==> config.mk <==
export PLATFORM = sky130hd
export DESIGN_NAME = mtap_top
export DESIGN_NICKNAME = d
export VERILOG_FILES = /design/src/rtl/mtap_pkg.sv /design/src/rtl/mtap_shreg.sv /design/src/rtl/mtap_sync.sv /design/src/rtl/mtap_top.sv
export SDC_FILE = /design/constraint.sdc
export NUM_CORES = 1
export LEC_CHECK = 0
export BUFFER_PORTS_ARGS = -buffer_cell sky130_fd_sc_hd__buf_4
export CORE_MARGIN = 2
export CORE_UTILIZATION = 31
export CTS_CLUSTER_SIZE = 14
export DETAILED_ROUTE_END_ITERATION = 10
export PLACE_DENSITY = 0.58
export SLEW_MARGIN = 10
export SYNTH_ARGS = -nofsm -noshare
export SYNTH_HDL_FRONTEND = slang
export SYNTH_SLANG_ARGS = --single-unit
==> constraint.sdc <==
create_clock -name clock -period 2.6 [get_ports clock]
set_input_delay 0 -clock clock [delete_from_list [all_inputs] [get_ports clock]]
set_output_delay 0 -clock clock [all_outputs]
set_load 0.1 [all_outputs]
==> src/rtl/mtap_pkg.sv <==
// Purpose: shared constants for the memory test access port
// Assumes: 50 MHz system clock, test clock sampled as a level
// Notes: identification code fields are arbitrary neutral values
package mtap_pkg;
    // tap controller states
    typedef enum logic [3:0]
    {
        ST_RESET = 4'h0,
        ST_IDLE = 4'h1,
        ST_SEL_DR = 4'h2,
        ST_CAP_DR = 4'h3,
        ST_SHF_DR = 4'h4,
        ST_EX1_DR = 4'h5,
        ST_PAU_DR = 4'h6,
        ST_EX2_DR = 4'h7,
        ST_UPD_DR = 4'h8,
        ST_SEL_IR = 4'h9,
        ST_CAP_IR = 4'ha,
        ST_SHF_IR = 4'hb,
        ST_EX1_IR = 4'hc,
        ST_PAU_IR = 4'hd,
        ST_EX2_IR = 4'he,
        ST_UPD_IR = 4'hf
    } mtap_state_t;
    localparam int IR_W = 3;
    localparam logic [2:0] INS_EXTEST = 3'h0;
    localparam logic [2:0] INS_IDENT = 3'h1;
    localparam logic [2:0] INS_SAMPZ = 3'h2;
    localparam logic [2:0] INS_SAMPLE = 3'h4;
    localparam logic [2:0] INS_BYPASS = 3'h7;
    localparam logic [1:0] IR_CAPTURE = 2'h1;
    localparam int ID_W = 32;
    // arbitrary neutral identification value, bit 0 set as required
    localparam logic [31:0] ID_CODE = 32'h0abc_d001;
    localparam int BSR_PINS = 8;
    localparam int BSR_FILL = 2;
    localparam int BSR_W = BSR_PINS + BSR_FILL;
    localparam int RESET_ONES = 5;
endpackage

==> src/rtl/mtap_shreg.sv <==
// Purpose: capture and shift register, lsb toward the serial output
// Assumes: capture and shift strobes are one-cycle, exclusive
// Notes: capture wins over shift
`timescale 1ns/1ps
module mtap_shreg #(
    parameter int W = 32
) (
    input wire logic clock,
    input wire logic rst_n,
    input wire logic cap,
    input wire logic shf,
    input wire logic sin,
    input wire logic [W-1:0] pdata,
    output logic [W-1:0] q
);
    // capture parallel word or shift toward bit 0
    always_ff @(posedge clock or negedge rst_n)
    begin
        if (!rst_n)
            q <= '0;
        else if (cap)
            q <= pdata;
        else if (shf)
            q <= {sin, q[W-1:1]};
    end
endmodule

==> src/rtl/mtap_sync.sv <==
// Purpose: two flip-flop synchroniser for one level
// Assumes: input is asynchronous to clock
// Notes: reset value is a parameter so pulled-up pins idle high
`timescale 1ns/1ps
module mtap_sync #(
    parameter logic INIT = 1'b1
) (
    input wire logic clock,
    input wire logic rst_n,
    input wire logic din,
    output logic dout
);
    logic meta_q;
    // two stages, only the second is read
    always_ff @(posedge clock or negedge rst_n)
    begin
        if (!rst_n)
        begin
            meta_q <= INIT;
            dout <= INIT;
        end
        else
        begin
            meta_q <= din;
            dout <= meta_q;
        end
    end
endmodule

==> src/rtl/mtap_top.sv <==
// Purpose: boundary-scan test access port of a memory device
// Assumes: test pins sampled by 50 MHz clock; pull-ups modelled by tms_driven and tdi_driven flags
// Notes: all tap events happen on detected test clock edges
`timescale 1ns/1ps
module mtap_top (
    input wire logic clock,
    input wire logic rst_n,
    input wire logic tck,
    input wire logic tms,
    input wire logic tms_driven,
    input wire logic tdi,
    input wire logic tdi_driven,
    input wire logic [mtap_pkg::BSR_PINS-1:0] pin_level,
    output logic tdo,
    output logic tdo_oe,
    output logic mem_out_float,
    output logic extest_drive,
    output logic [mtap_pkg::BSR_PINS-1:0] bsr_out,
    output logic [2:0] instr_q,
    output logic [3:0] state_q
);
    import mtap_pkg::*;

    // ==========================================
    // pin synchronisers
    logic tck_s, tms_s, tdi_s, tmsd_s, tdid_s;
    logic tck_d1_q;
    logic [BSR_PINS-1:0] pin_s;
    logic tms_eff, tdi_eff;
    logic rise, fall;

    // test clock is pulled up and idles high, so no false edge follows reset
    mtap_sync #(.INIT(1'b1)) u_tck (.clock(clock), .rst_n(rst_n), .din(tck), .dout(tck_s));
    mtap_sync #(.INIT(1'b1)) u_tms (.clock(clock), .rst_n(rst_n), .din(tms), .dout(tms_s));
    mtap_sync #(.INIT(1'b1)) u_tdi (.clock(clock), .rst_n(rst_n), .din(tdi), .dout(tdi_s));
    mtap_sync #(.INIT(1'b0)) u_tmd (.clock(clock), .rst_n(rst_n), .din(tms_driven),
        .dout(tmsd_s));
    mtap_sync #(.INIT(1'b0)) u_tdd (.clock(clock), .rst_n(rst_n), .din(tdi_driven),
        .dout(tdid_s));

    genvar gi;
    generate
        for (gi = 0; gi < BSR_PINS; gi++)
        begin : g_pin
            mtap_sync #(.INIT(1'b0)) u_pin (.clock(clock), .rst_n(rst_n),
                .din(pin_level[gi]), .dout(pin_s[gi]));
        end
    endgenerate

    assign tms_eff = tmsd_s ? tms_s : 1'b1;
    assign tdi_eff = tdid_s ? tdi_s : 1'b1;

    // test clock edge detect
    always_ff @(posedge clock or negedge rst_n)
    begin
        if (!rst_n)
            tck_d1_q <= 1'b1;
        else
            tck_d1_q <= tck_s;
    end
    // state and register events on detected rising edge, update and output events on falling edge
    assign rise = tck_s & ~tck_d1_q;
    assign fall = ~tck_s & tck_d1_q;

    // ==========================================
    // tap state machine
    mtap_state_t st_q, st_d;

    always_comb
    begin
        st_d = st_q;
        case (st_q)
            ST_RESET: st_d = tms_eff ? ST_RESET : ST_IDLE;
            ST_IDLE: st_d = tms_eff ? ST_SEL_DR : ST_IDLE;
            ST_SEL_DR: st_d = tms_eff ? ST_SEL_IR : ST_CAP_DR;
            ST_CAP_DR: st_d = tms_eff ? ST_EX1_DR : ST_SHF_DR;
            ST_SHF_DR: st_d = tms_eff ? ST_EX1_DR : ST_SHF_DR;
            ST_EX1_DR: st_d = tms_eff ? ST_UPD_DR : ST_PAU_DR;
            ST_PAU_DR: st_d = tms_eff ? ST_EX2_DR : ST_PAU_DR;
            ST_EX2_DR: st_d = tms_eff ? ST_UPD_DR : ST_SHF_DR;
            ST_UPD_DR: st_d = tms_eff ? ST_SEL_DR : ST_IDLE;
            ST_SEL_IR: st_d = tms_eff ? ST_RESET : ST_CAP_IR;
            ST_CAP_IR: st_d = tms_eff ? ST_EX1_IR : ST_SHF_IR;
            ST_SHF_IR: st_d = tms_eff ? ST_EX1_IR : ST_SHF_IR;
            ST_EX1_IR: st_d = tms_eff ? ST_UPD_IR : ST_PAU_IR;
            ST_PAU_IR: st_d = tms_eff ? ST_EX2_IR : ST_PAU_IR;
            ST_EX2_IR: st_d = tms_eff ? ST_UPD_IR : ST_SHF_IR;
            ST_UPD_IR: st_d = tms_eff ? ST_SEL_DR : ST_IDLE;
            default: st_d = ST_RESET;
        endcase
    end

    // advance on rising edge; reset, hold without edges
    always_ff @(posedge clock or negedge rst_n)
    begin
        if (!rst_n)
            st_q <= ST_RESET;
        else if (rise)
            st_q <= st_d;
    end
    assign state_q = st_q;

    // ==========================================
    // instruction register
    logic [IR_W-1:0] ir_sh_q;
    logic cap_ir, shf_ir, cap_dr, shf_dr;
    assign cap_ir = rise && st_q == ST_CAP_IR;
    assign shf_ir = rise && st_q == ST_SHF_IR;
    assign cap_dr = rise && st_q == ST_CAP_DR;
    assign shf_dr = rise && st_q == ST_SHF_DR;

    // instruction shift stage, loads only while selected
    always_ff @(posedge clock or negedge rst_n)
    begin
        if (!rst_n)
            ir_sh_q <= INS_IDENT;
        else if (cap_ir)
            ir_sh_q <= {ir_sh_q[2], IR_CAPTURE};
        else if (shf_ir)
            ir_sh_q <= {tdi_eff, ir_sh_q[2:1]};
    end

    // preset on reset entry; new code applied at update
    always_ff @(posedge clock or negedge rst_n)
    begin
        if (!rst_n)
            instr_q <= INS_IDENT;
        else if (rise && st_d == ST_RESET)
            instr_q <= INS_IDENT;
        else if (fall && st_q == ST_UPD_IR)
            instr_q <= ir_sh_q;
    end

    // ==========================================
    // data registers
    logic sel_bsr, sel_id, sel_byp;
    assign sel_bsr = instr_q == INS_EXTEST || instr_q == INS_SAMPZ || instr_q == INS_SAMPLE;
    assign sel_id = instr_q == INS_IDENT;
    assign sel_byp = !sel_bsr && !sel_id;

    logic byp_q;
    always_ff @(posedge clock or negedge rst_n)
    begin
        if (!rst_n)
            byp_q <= 1'b0;
        else if (cap_dr && sel_byp)
            byp_q <= 1'b0;
        else if (shf_dr && sel_byp)
            byp_q <= tdi_eff;
    end

    logic [ID_W-1:0] id_q;
    mtap_shreg #(.W(ID_W)) u_id (.clock(clock), .rst_n(rst_n), .cap(cap_dr && sel_id),
        .shf(shf_dr && sel_id), .sin(tdi_eff), .pdata(ID_CODE), .q(id_q));

    logic [BSR_W-1:0] bsr_q;
    // pins captured, filler cells capture one
    mtap_shreg #(.W(BSR_W)) u_bsr (.clock(clock), .rst_n(rst_n), .cap(cap_dr && sel_bsr),
        .shf(shf_dr && sel_bsr), .sin(tdi_eff), .pdata({{BSR_FILL{1'b1}}, pin_s}),
        .q(bsr_q));

    // boundary output latch for external test, updated at update-dr
    always_ff @(posedge clock or negedge rst_n)
    begin
        if (!rst_n)
            bsr_out <= '0;
        else if (fall && st_q == ST_UPD_DR && sel_bsr)
            bsr_out <= bsr_q[BSR_PINS-1:0];
    end

    // float and drive controls follow the active instruction
    always_ff @(posedge clock or negedge rst_n)
    begin
        if (!rst_n)
        begin
            mem_out_float <= 1'b0;
            extest_drive <= 1'b0;
        end
        else
        begin
            mem_out_float <= instr_q == INS_SAMPZ && st_q != ST_RESET;
            extest_drive <= instr_q == INS_EXTEST && st_q != ST_RESET;
        end
    end

    // ==========================================
    // serial output
    logic tdo_src;
    // exactly one register feeds the output
    always_comb
    begin
        tdo_src = byp_q;
        if (st_q == ST_SHF_IR)
            tdo_src = ir_sh_q[0];
        else if (sel_id)
            tdo_src = id_q[0];
        else if (sel_bsr)
            tdo_src = bsr_q[0];
    end

    // output updates on falling edge, enabled only in shift
    always_ff @(posedge clock or negedge rst_n)
    begin
        if (!rst_n)
        begin
            tdo <= 1'b0;
            tdo_oe <= 1'b0;
        end
        else if (fall)
        begin
            tdo <= tdo_src;
            tdo_oe <= st_q == ST_SHF_DR || st_q == ST_SHF_IR;
        end
    end

    // ==========================================
    // checks
    localparam logic [2:0] ONES_MAX = 3'(RESET_ONES);
    logic [2:0] ones_q;
    always_ff @(posedge clock or negedge rst_n)
    begin
        if (!rst_n)
            ones_q <= '0;
        else if (rise)
            ones_q <= tms_eff ? ((ones_q == ONES_MAX) ? ones_q : ones_q + 3'h1) : 3'h0;
    end

    // controller, register and serial output checks
    a_five_ones_reset: assert property (@(posedge clock) disable iff (!rst_n)
        ones_q == ONES_MAX |-> st_q == ST_RESET)
        else $error("five high mode clocks did not reset");
    a_tdo_fall_only: assert property (@(posedge clock) disable iff (!rst_n)
        !fall |=> $stable(tdo) && $stable(tdo_oe))
        else $error("serial output changed off a falling edge");
    a_state_hold: assert property (@(posedge clock) disable iff (!rst_n)
        !rise |=> $stable(st_q))
        else $error("state moved without test clock edge");
    a_reset_ident: assert property (@(posedge clock) disable iff (!rst_n)
        st_q == ST_RESET |-> instr_q == INS_IDENT)
        else $error("reset did not preset identification");
    a_cap_ir_pat: assert property (@(posedge clock) disable iff (!rst_n)
        cap_ir |=> ir_sh_q[1:0] == IR_CAPTURE)
        else $error("capture instruction pattern wrong");
    a_id_capture: assert property (@(posedge clock) disable iff (!rst_n)
        cap_dr && sel_id |=> id_q == ID_CODE)
        else $error("identification code not captured");
    a_fill_ones: assert property (@(posedge clock) disable iff (!rst_n)
        cap_dr && sel_bsr |=> bsr_q[BSR_W-1:BSR_PINS] == '1)
        else $error("filler cells did not capture one");
    a_bypass_stage: assert property (@(posedge clock) disable iff (!rst_n)
        shf_dr && sel_byp |=> byp_q == $past(tdi_eff))
        else $error("bypass did not take input");
    a_tms_pullup: assert property (@(posedge clock) disable iff (!rst_n)
        rise && !tmsd_s && st_q == ST_SHF_DR |=> st_q == ST_EX1_DR)
        else $error("undriven mode select not one");
    a_tdo_enable: assert property (@(posedge clock) disable iff (!rst_n)
        fall && !(st_q == ST_SHF_DR || st_q == ST_SHF_IR) |=> !tdo_oe)
        else $error("output enabled outside shift");
    // instruction path checks
    a_ir_load_sel: assert property (@(posedge clock) disable iff (!rst_n)
        !cap_ir && !shf_ir |=> $stable(ir_sh_q))
        else $error("instruction stage changed while not selected");
    a_ir_shift: assert property (@(posedge clock) disable iff (!rst_n)
        shf_ir |=> ir_sh_q == {$past(tdi_eff), $past(ir_sh_q[2:1])})
        else $error("instruction stage did not shift");
    a_tdo_ir: assert property (@(posedge clock) disable iff (!rst_n)
        fall && st_q == ST_SHF_IR |=> tdo == $past(ir_sh_q[0]))
        else $error("instruction stage not on serial output");
    a_instr_update: assert property (@(posedge clock) disable iff (!rst_n)
        fall && st_q == ST_UPD_IR |=> instr_q == $past(ir_sh_q))
        else $error("instruction not applied at update");
    a_instr_steady: assert property (@(posedge clock) disable iff (!rst_n)
        !(fall && st_q == ST_UPD_IR) && !(rise && st_d == ST_RESET) |=> $stable(instr_q))
        else $error("instruction changed outside update");
    // data register checks
    a_bsr_capture: assert property (@(posedge clock) disable iff (!rst_n)
        cap_dr && instr_q == INS_SAMPLE |=> bsr_q[BSR_PINS-1:0] == $past(pin_s))
        else $error("boundary cells did not capture pins");
    a_bsr_latch: assert property (@(posedge clock) disable iff (!rst_n)
        fall && st_q == ST_UPD_DR && sel_bsr |=> bsr_out == $past(bsr_q[BSR_PINS-1:0]))
        else $error("boundary output latch not updated");
    a_id_lsb: assert property (@(posedge clock) disable iff (!rst_n)
        fall && st_q == ST_SHF_DR && sel_id |=> tdo == $past(id_q[0]))
        else $error("identification bit zero not on serial output");
    a_byp_capture: assert property (@(posedge clock) disable iff (!rst_n)
        cap_dr && sel_byp |=> !byp_q)
        else $error("bypass did not capture zero");
    a_bypass_code: assert property (@(posedge clock) disable iff (!rst_n)
        fall && st_q == ST_SHF_DR && instr_q == INS_BYPASS |=> tdo == $past(byp_q))
        else $error("bypass code did not select bypass");
    a_tdo_oe_shift: assert property (@(posedge clock) disable iff (!rst_n)
        fall && (st_q == ST_SHF_DR || st_q == ST_SHF_IR) |=> tdo_oe)
        else $error("output not enabled in shift");
    // pin control checks
    a_reset_exit: assert property (@(posedge clock) disable iff (!rst_n)
        rise && st_q == ST_RESET && !tms_eff |=> st_q == ST_IDLE)
        else $error("reset state did not leave on low mode");
    a_float_sampz: assert property (@(posedge clock) disable iff (!rst_n)
        instr_q == INS_SAMPZ && st_q != ST_RESET |=> mem_out_float)
        else $error("outputs not floated by floating sample");
    a_float_off: assert property (@(posedge clock) disable iff (!rst_n)
        instr_q != INS_SAMPZ |=> !mem_out_float)
        else $error("outputs floated by another instruction");
    a_extest_drive: assert property (@(posedge clock) disable iff (!rst_n)
        instr_q == INS_EXTEST && st_q != ST_RESET |=> extest_drive)
        else $error("external test did not drive");
    // scenario covers
    c_shift_dr: cover property (@(posedge clock) disable iff (!rst_n) shf_dr && sel_id);
    c_update_ir: cover property (@(posedge clock) disable iff (!rst_n)
        fall && st_q == ST_UPD_IR);
    c_sampz: cover property (@(posedge clock) disable iff (!rst_n) mem_out_float);
    c_reset_entry: cover property (@(posedge clock) disable iff (!rst_n)
        rise && st_d == ST_RESET && st_q != ST_RESET);
    c_bsr_update: cover property (@(posedge clock) disable iff (!rst_n)
        fall && st_q == ST_UPD_DR && sel_bsr);
endmodule

# Yosys cells after proc, flatten, opt, wreduce, memory -nomap -nowiden
# Index checks and enable logic that the tools add are counted.
dict set report word_totals {
  wordCells 125
  output_inout_bits 19
  ff_bits 92
  input_bits 15
}
dict set report classes {
  mux 28
  n_bitwise 5
  reduce_logical 35
  n_eq_ne 18
}
# op count
set op_table {}
lappend op_table {{$mux 32} 2}
lappend op_table {{$pmux 4 s12} 1}
lappend op_table {{$eq 4x4->1 const B} 8}
lappend op_table {{$mux 10} 2}
lappend op_table {{$logic_and 1x1->1} 17}
lappend op_table {{$eq 4x3->1 const B} 4}
lappend op_table {{$mux 4} 4}
lappend op_table {{$mux 3} 4}
lappend op_table {{$mux 1} 10}
lappend op_table {{$mux 2} 5}
lappend op_table {{$reduce_bool 2->1} 5}
lappend op_table {{$eq 4x2->1 const B} 2}
lappend op_table {{$logic_not 4->1} 2}
lappend op_table {{$eq 4x1->1 const B} 1}
lappend op_table {{$reduce_bool 4->1} 1}
lappend op_table {{$reduce_or 2->1} 2}
lappend op_table {{$eq 3x1->1 const B} 1}
lappend op_table {{$eq 3x2->1 const B} 1}
lappend op_table {{$eq 3x3->1 const B} 1}
lappend op_table {{$logic_not 3->1} 1}
lappend op_table {{$logic_or 1x1->1} 3}
lappend op_table {{$not 1->1} 3}
lappend op_table {{$reduce_or 3->1} 1}
lappend op_table {{$and 1x1->1} 2}
lappend op_table {{other kinds (2)} 3}

# Depth between registers and ports, before layout
dict set report logic_depth {
  ltp_word 8
  mapped_depth 6
  depth_no_buf 4
}

# Modules after synthesis
# Synthesis repeated with hierarchy kept, for this count alone.
dict set report hier_totals {
  cells_unflattened 349
  hier_area_um2 4021.4
}
# mod n_inst seq_area_each_um2 cells_per_inst area_each_um2
set by_module_without_submodules {}
lappend by_module_without_submodules {{mtap_shreg at u_id} 1 800.8 139 1515.2}
lappend by_module_without_submodules {mtap_top 1 604.3 141 1385.1}
lappend by_module_without_submodules {{mtap_sync at g_pin[0].u_pin ...} 10 50.0 2 50.0}
lappend by_module_without_submodules {{mtap_shreg at u_bsr} 1 250.2 43 462.9}
lappend by_module_without_submodules {{mtap_sync at u_tck ...} 3 52.6 2 52.6}

# Worst setup path before layout
# OpenSTA, ideal clock, no wires.
dict set report synth_path {
  kind {register -> register}
  start {register st_q[3] (netlist: state_q[3])}
  end {register bsr_out[0] (netlist name)}
  synth_period_minus_slack_ns 2.095
  setup_time_ns 0.126
  stages_incl_launch_ff 5
  t_arrival_ns 1.969
  path_slack_ns 0.505
  required_ns 2.474
  path_buffers 1
  cell_sequence {dfrtp_1 buf_2 nor2b_1 nand4_2 mux2_2}
}
dict set report synth_via {
  elab_chain_len 3
}
# item line_no
set synth_rtl {}
lappend synth_rtl {{start: declaration} mtap_top.sv:67} ;# mtap_state_t st_q, st_d;
lappend synth_rtl {{start signal: assignment} mtap_top.sv:99} ;# st_q <= st_d;
lappend synth_rtl {{$eq 4x4->1} mtap_top.sv:167} ;# else if (fall && st_q == ST_UPD_DR && sel_bsr)
lappend synth_rtl {{$logic_and 1x1->1 (2 in series)} mtap_top.sv:167}
lappend synth_rtl {{end signal: assignment} mtap_top.sv:168} ;# bsr_out <= bsr_q[BSR_PINS-1:0];
lappend synth_rtl {{end: declaration} mtap_top.sv:18} ;# output logic [mtap_pkg::BSR_PINS-1:0] bsr_out,
# No other way between the ends.
# A chain may end at the register's enable or synchronous reset.

# Final worst setup path
dict set report layout_path {
  start {register st_q[0] (netlist: state_q[0])}
  end {register u_bsr.q[4]}
}
dict set report layout_via {
  elab_chain_len 4
  word_cells_on_any_way 8
  classes_between {eq/ne: 2; mux: 1; reduce/logical: 5}
}
# item line_no
set layout_rtl {}
lappend layout_rtl {{$eq 4x2->1 / $eq 4x3->1 (equally long branches)} {mtap_top.sv:109, mtap_top.sv:110}}
lappend layout_rtl {{$logic_and 1x1->1, on equally long branches} {mtap_top.sv:109, mtap_top.sv:110}}
lappend layout_rtl {{$logic_and 1x1->1, on equally long branches} {mtap_top.sv:158, mtap_top.sv:159}}
lappend layout_rtl {{$mux 10 / $reduce_bool 2->1 (equally long branches)} n/a}
lappend layout_rtl {{end signal: assignment} mtap_shreg.sv:22} ;# q <= pdata;
lappend layout_rtl {{end signal: assignment} mtap_shreg.sv:24} ;# q <= {sin, q[W-1:1]};
lappend layout_rtl {{end: declaration} mtap_shreg.sv:14} ;# output logic [W-1:0] q
# Parallel ways exist; a longest one is shown, timed or not.

==> results.json <==
{
  "async_flop_share_pct": 100.0,
  "n_fill_cell": 1172,
  "wl_um": 6933,
  "synth_top_cell_area_share_pct": 54.23,
  "multi_input_area_mm2": 0.001360,
  "tritoncts": "built",
  "switchingPower_mw": 1.614,
  "ir_drop_mv": 0.5552,
  "ys_top_cells_by_count": "dfrtp_1 (83), nand2_1 (71), nor2_1 (23), o21ai_1 (20), o21ai_2 (20)",
  "period_needed_ns": 1.997,
  "final_core_util_pct": 38.65,
  "clkLatencyLatePin_ns": 0.33,
  "numPortBuffers": 33,
  "seq_area_frac_synth_pct": 60.41,
  "p_clk_share_pct": 30.3,
  "fin_setup_tns_ns": 0,
  "cap_violations": 0,
  "ys_types": 43,
  "h-tree-depth": 3,
  "p_comb_share_pct": 27.5,
  "synth_warnings": 0,
  "syn_area_mm2": 0.003830,
  "crit_chain": "nand2_1 -> nor4_4 -> buf_4 -> mux2i_1 -> o21ai_1",
  "drt-pass1-iter-count": 6,
  "power_mw": 4.380,
  "power_density_mw_per_mm2": 943.5,
  "grt_pass1_vias": 2531,
  "synth_edf_count": 0,
  "num_vias": 2596,
  "p_int_mw": 2.766,
  "crit_type": "reg -> reg",
  "r2r_cells": 5,
  "clk_pin_slew_ns": 0.06,
  "place_area_mm2": 0.004192,
  "drive_above_1_share_pct": 26.38,
  "endpoint_kind": "flop",
  "outcome": "completed",
  "area_growth_pct": 21.20,
  "seqPwrFrac_pct": 42.2,
  "drt-initial-drc-count": 160,
  "cts_resized": 0,
  "avgRoutedWirePerCell_um": 12.72,
  "hold_violations": 0,
  "grt-ovfl-total": 0,
  "fin_crit_sh_pct": 76.81,
  "finalSetupViolations": 0,
  "worst_ep_arrival_time_ns": 2.21,
  "regArea_mm2": 0.002313,
  "final_area_mm2": 0.004642,
  "yosys.area.top_type": "dfrtp_1",
  "die_h_um": 115.2,
  "crit_fanout": 23,
  "swShare_pct": 36.85,
  "finClkSkew_ns": 0.005743,
  "cts_buffers": 9,
  "cts_setup_buffers": 0,
  "max_stage_delay_ns": 0.77,
  "synth_most_common_cell": "dfrtp_1",
  "syn_nets": 361,
  "grt_pass1_wl_um": 11990,
  "fmax_mhz": 500.8,
  "grt_max_degree": 51,
  "groute.usage.overall_pct": 11.36,
  "slowest_stage": "dfrtp_1",
  "root_buffer": "clkbuf_16",
  "rsz0062_at_grt": "false",
  "fp.dieW_um": 115.2,
  "synthCells": 346,
  "power_leakage_nw": 2.002,
  "ant_nets": 0,
  "fin_nets": 408,
  "io_pins": 34,
  "viasPerCell": 4.763,
  "initial_core_util_pct": 31.89,
  "drv_slew": 0,
  "synth_flop_cell": "dfrtp_1",
  "ctsLongestPathBuffers": 2,
  "synth_area_leaders": "dfrtp_1 (54%), nand2_1 (7.0%), dfstp_2 (6.2%)",
  "yosys_register_bits": 92,
  "crit_path_start_kind": "flop",
  "clock_sinks": 92,
  "antenna_cells": 0,
  "tightest_slew_ns": 0.6563,
  "rows": 40,
  "antenna_found_initial": 0,
  "drc": 0,
  "avgSynthCellArea_um2": 11.07,
  "dieArea_mm2": 0.01326,
  "place.gp.congestion": 0.8113,
  "dpl.hpwl_um": 4460,
  "core_mm2": 0.01201,
  "hp-class": "in -> async",
  "slew_headroom_pct": 56.25,
  "crit_required_ns": 2.81
}
[timing repair]
action,in CTS,in global routing
hold endpoints to repair,59,0
setup endpoints to repair,0,0
hold buffers,14,0
[state kept, by name, summed over array words and instances (netlist names), 3 cells and up]
| register | flops |
|---|---|
| g_pin.u_pin.meta_q | 8 |
| u_bsr.q | 10 |
| bsr_out | 8 |
| u_id.q | 32 |
| ir_sh_q | 3 |
| instr_q | 3 |
| g_pin.u_pin.dout | 8 |
| state_q | 4 |
[cells in the final DEF (no fill, tap or decap), drive strengths merged, types with 2 or more instances in the layout]
master       synthesis  layout
dfrtp               83      83
nand2               71      71
o21ai               49      49
buf                 14      42
nor2                23      23
a21oi               17      17
dlygate4sd3          0      14
mux2i               11      11
clkbuf               6      10
mux2                 9       9
dfstp                9       9
inv                  5       7
nor2b                6       6
nand2b               6       6
a31oi                4       4
nor3                 4       4
nor3b                4       4
nand3                3       3
a2111oi              2       2
nand3b               2       2
o22ai                2       2
clkinvlp             0       2
o211ai               2       2
nand4                2       2
nor4                 2       2
[power by group through the flow]
stage               clock (mW)  sequential (mW)  combinational, mW
finish                    1.33             1.85               1.20
global route              1.43             1.88               1.30
CTS                       1.38             1.85               1.21
detailed placement           0             1.87               1.20
global placement             0             1.87               1.18
floorplan                    0             2.18              0.640
[cells by family (layout without fill, tap and decap cells)]
group | Yosys count | count (layout) | share of synthesized area, %
AND/OR/NAND/NOR | 128 | 128 | 15.91
flip-flops | 92 | 92 | 60.41
AO/OA/AOI/OAI | 81 | 81 | 14.08
buffers and inverters | 25 | 77 | 4.083
multiplexers | 20 | 20 | 5.521
[area by class of cell]
| type | instances | share of cell area [%] |
|---|---|---|
| Inverter | 5 | 0.4043 |
| Tap cell | 147 | 3.962 |
| Sequential cell | 92 | 49.84 |
| Clock buffer | 10 | 5.148 |
| Timing Repair Buffer | 56 | 9.811 |
| Multi-Input combinational cell | 229 | 29.30 |
| Clock inverter | 6 | 1.536 |
[per-layer routing]
| metal | vias to the layer above | track usage (%) | routed length (um) | part of all wire (%) |
|---|---|---|---|---|
| li1 | 1279 | - | - | - |
| met1 | 1249 | 15.80 | 3330 | 48 |
| met5 | - | 0 | 0 | 0 |
| met3 | 14 | 2.267 | 254 | 3.7 |
| met4 | 0 | 5.060 | 109 | 1.6 |
| met2 | 54 | 17.25 | 3238 | 47 |
[through the flow]
stage                     setup slack (ns)  std cells  hold WS, ns
final                               0.6030        545       0.2116
after global routing                0.4202        545       0.2789
after CTS                           0.6052        545       0.2296
after detailed placement            0.6170        515      0.06519
after global placement              0.6371        515      0.05761
after floorplan                     0.5052        346      -0.2956
[final timing paths]
kind | start | slack, ns | end
setup / recovery | state_q[0] | 0.60 | u_bsr.q[4]
hold / removal | rst_n | 0.21 | g_pin[7].u_pin.meta_q
setup reg to reg | state_q[0] | 0.60 | u_bsr.q[4]
hold reg to reg | u_tdd.meta_q | 0.35 | u_tdd.dout
max in group asynchronous | rst_n | 1.58 | u_tck.dout
min in group clock | pin_level[5] | 0.32 | g_pin[5].u_pin.meta_q
[critical path, delay by kind of cell (launching register included)]
family / cells / cell delay [ns]
AO/OA/AOI/OAI: 1 / 0.07
buffers and inverters: 1 / 0.33
flip-flops: 1 / 0.77
multiplexers: 1 / 0.24
AND/OR/NAND/NOR: 2 / 0.47
(Power assumes the default switching activity.)
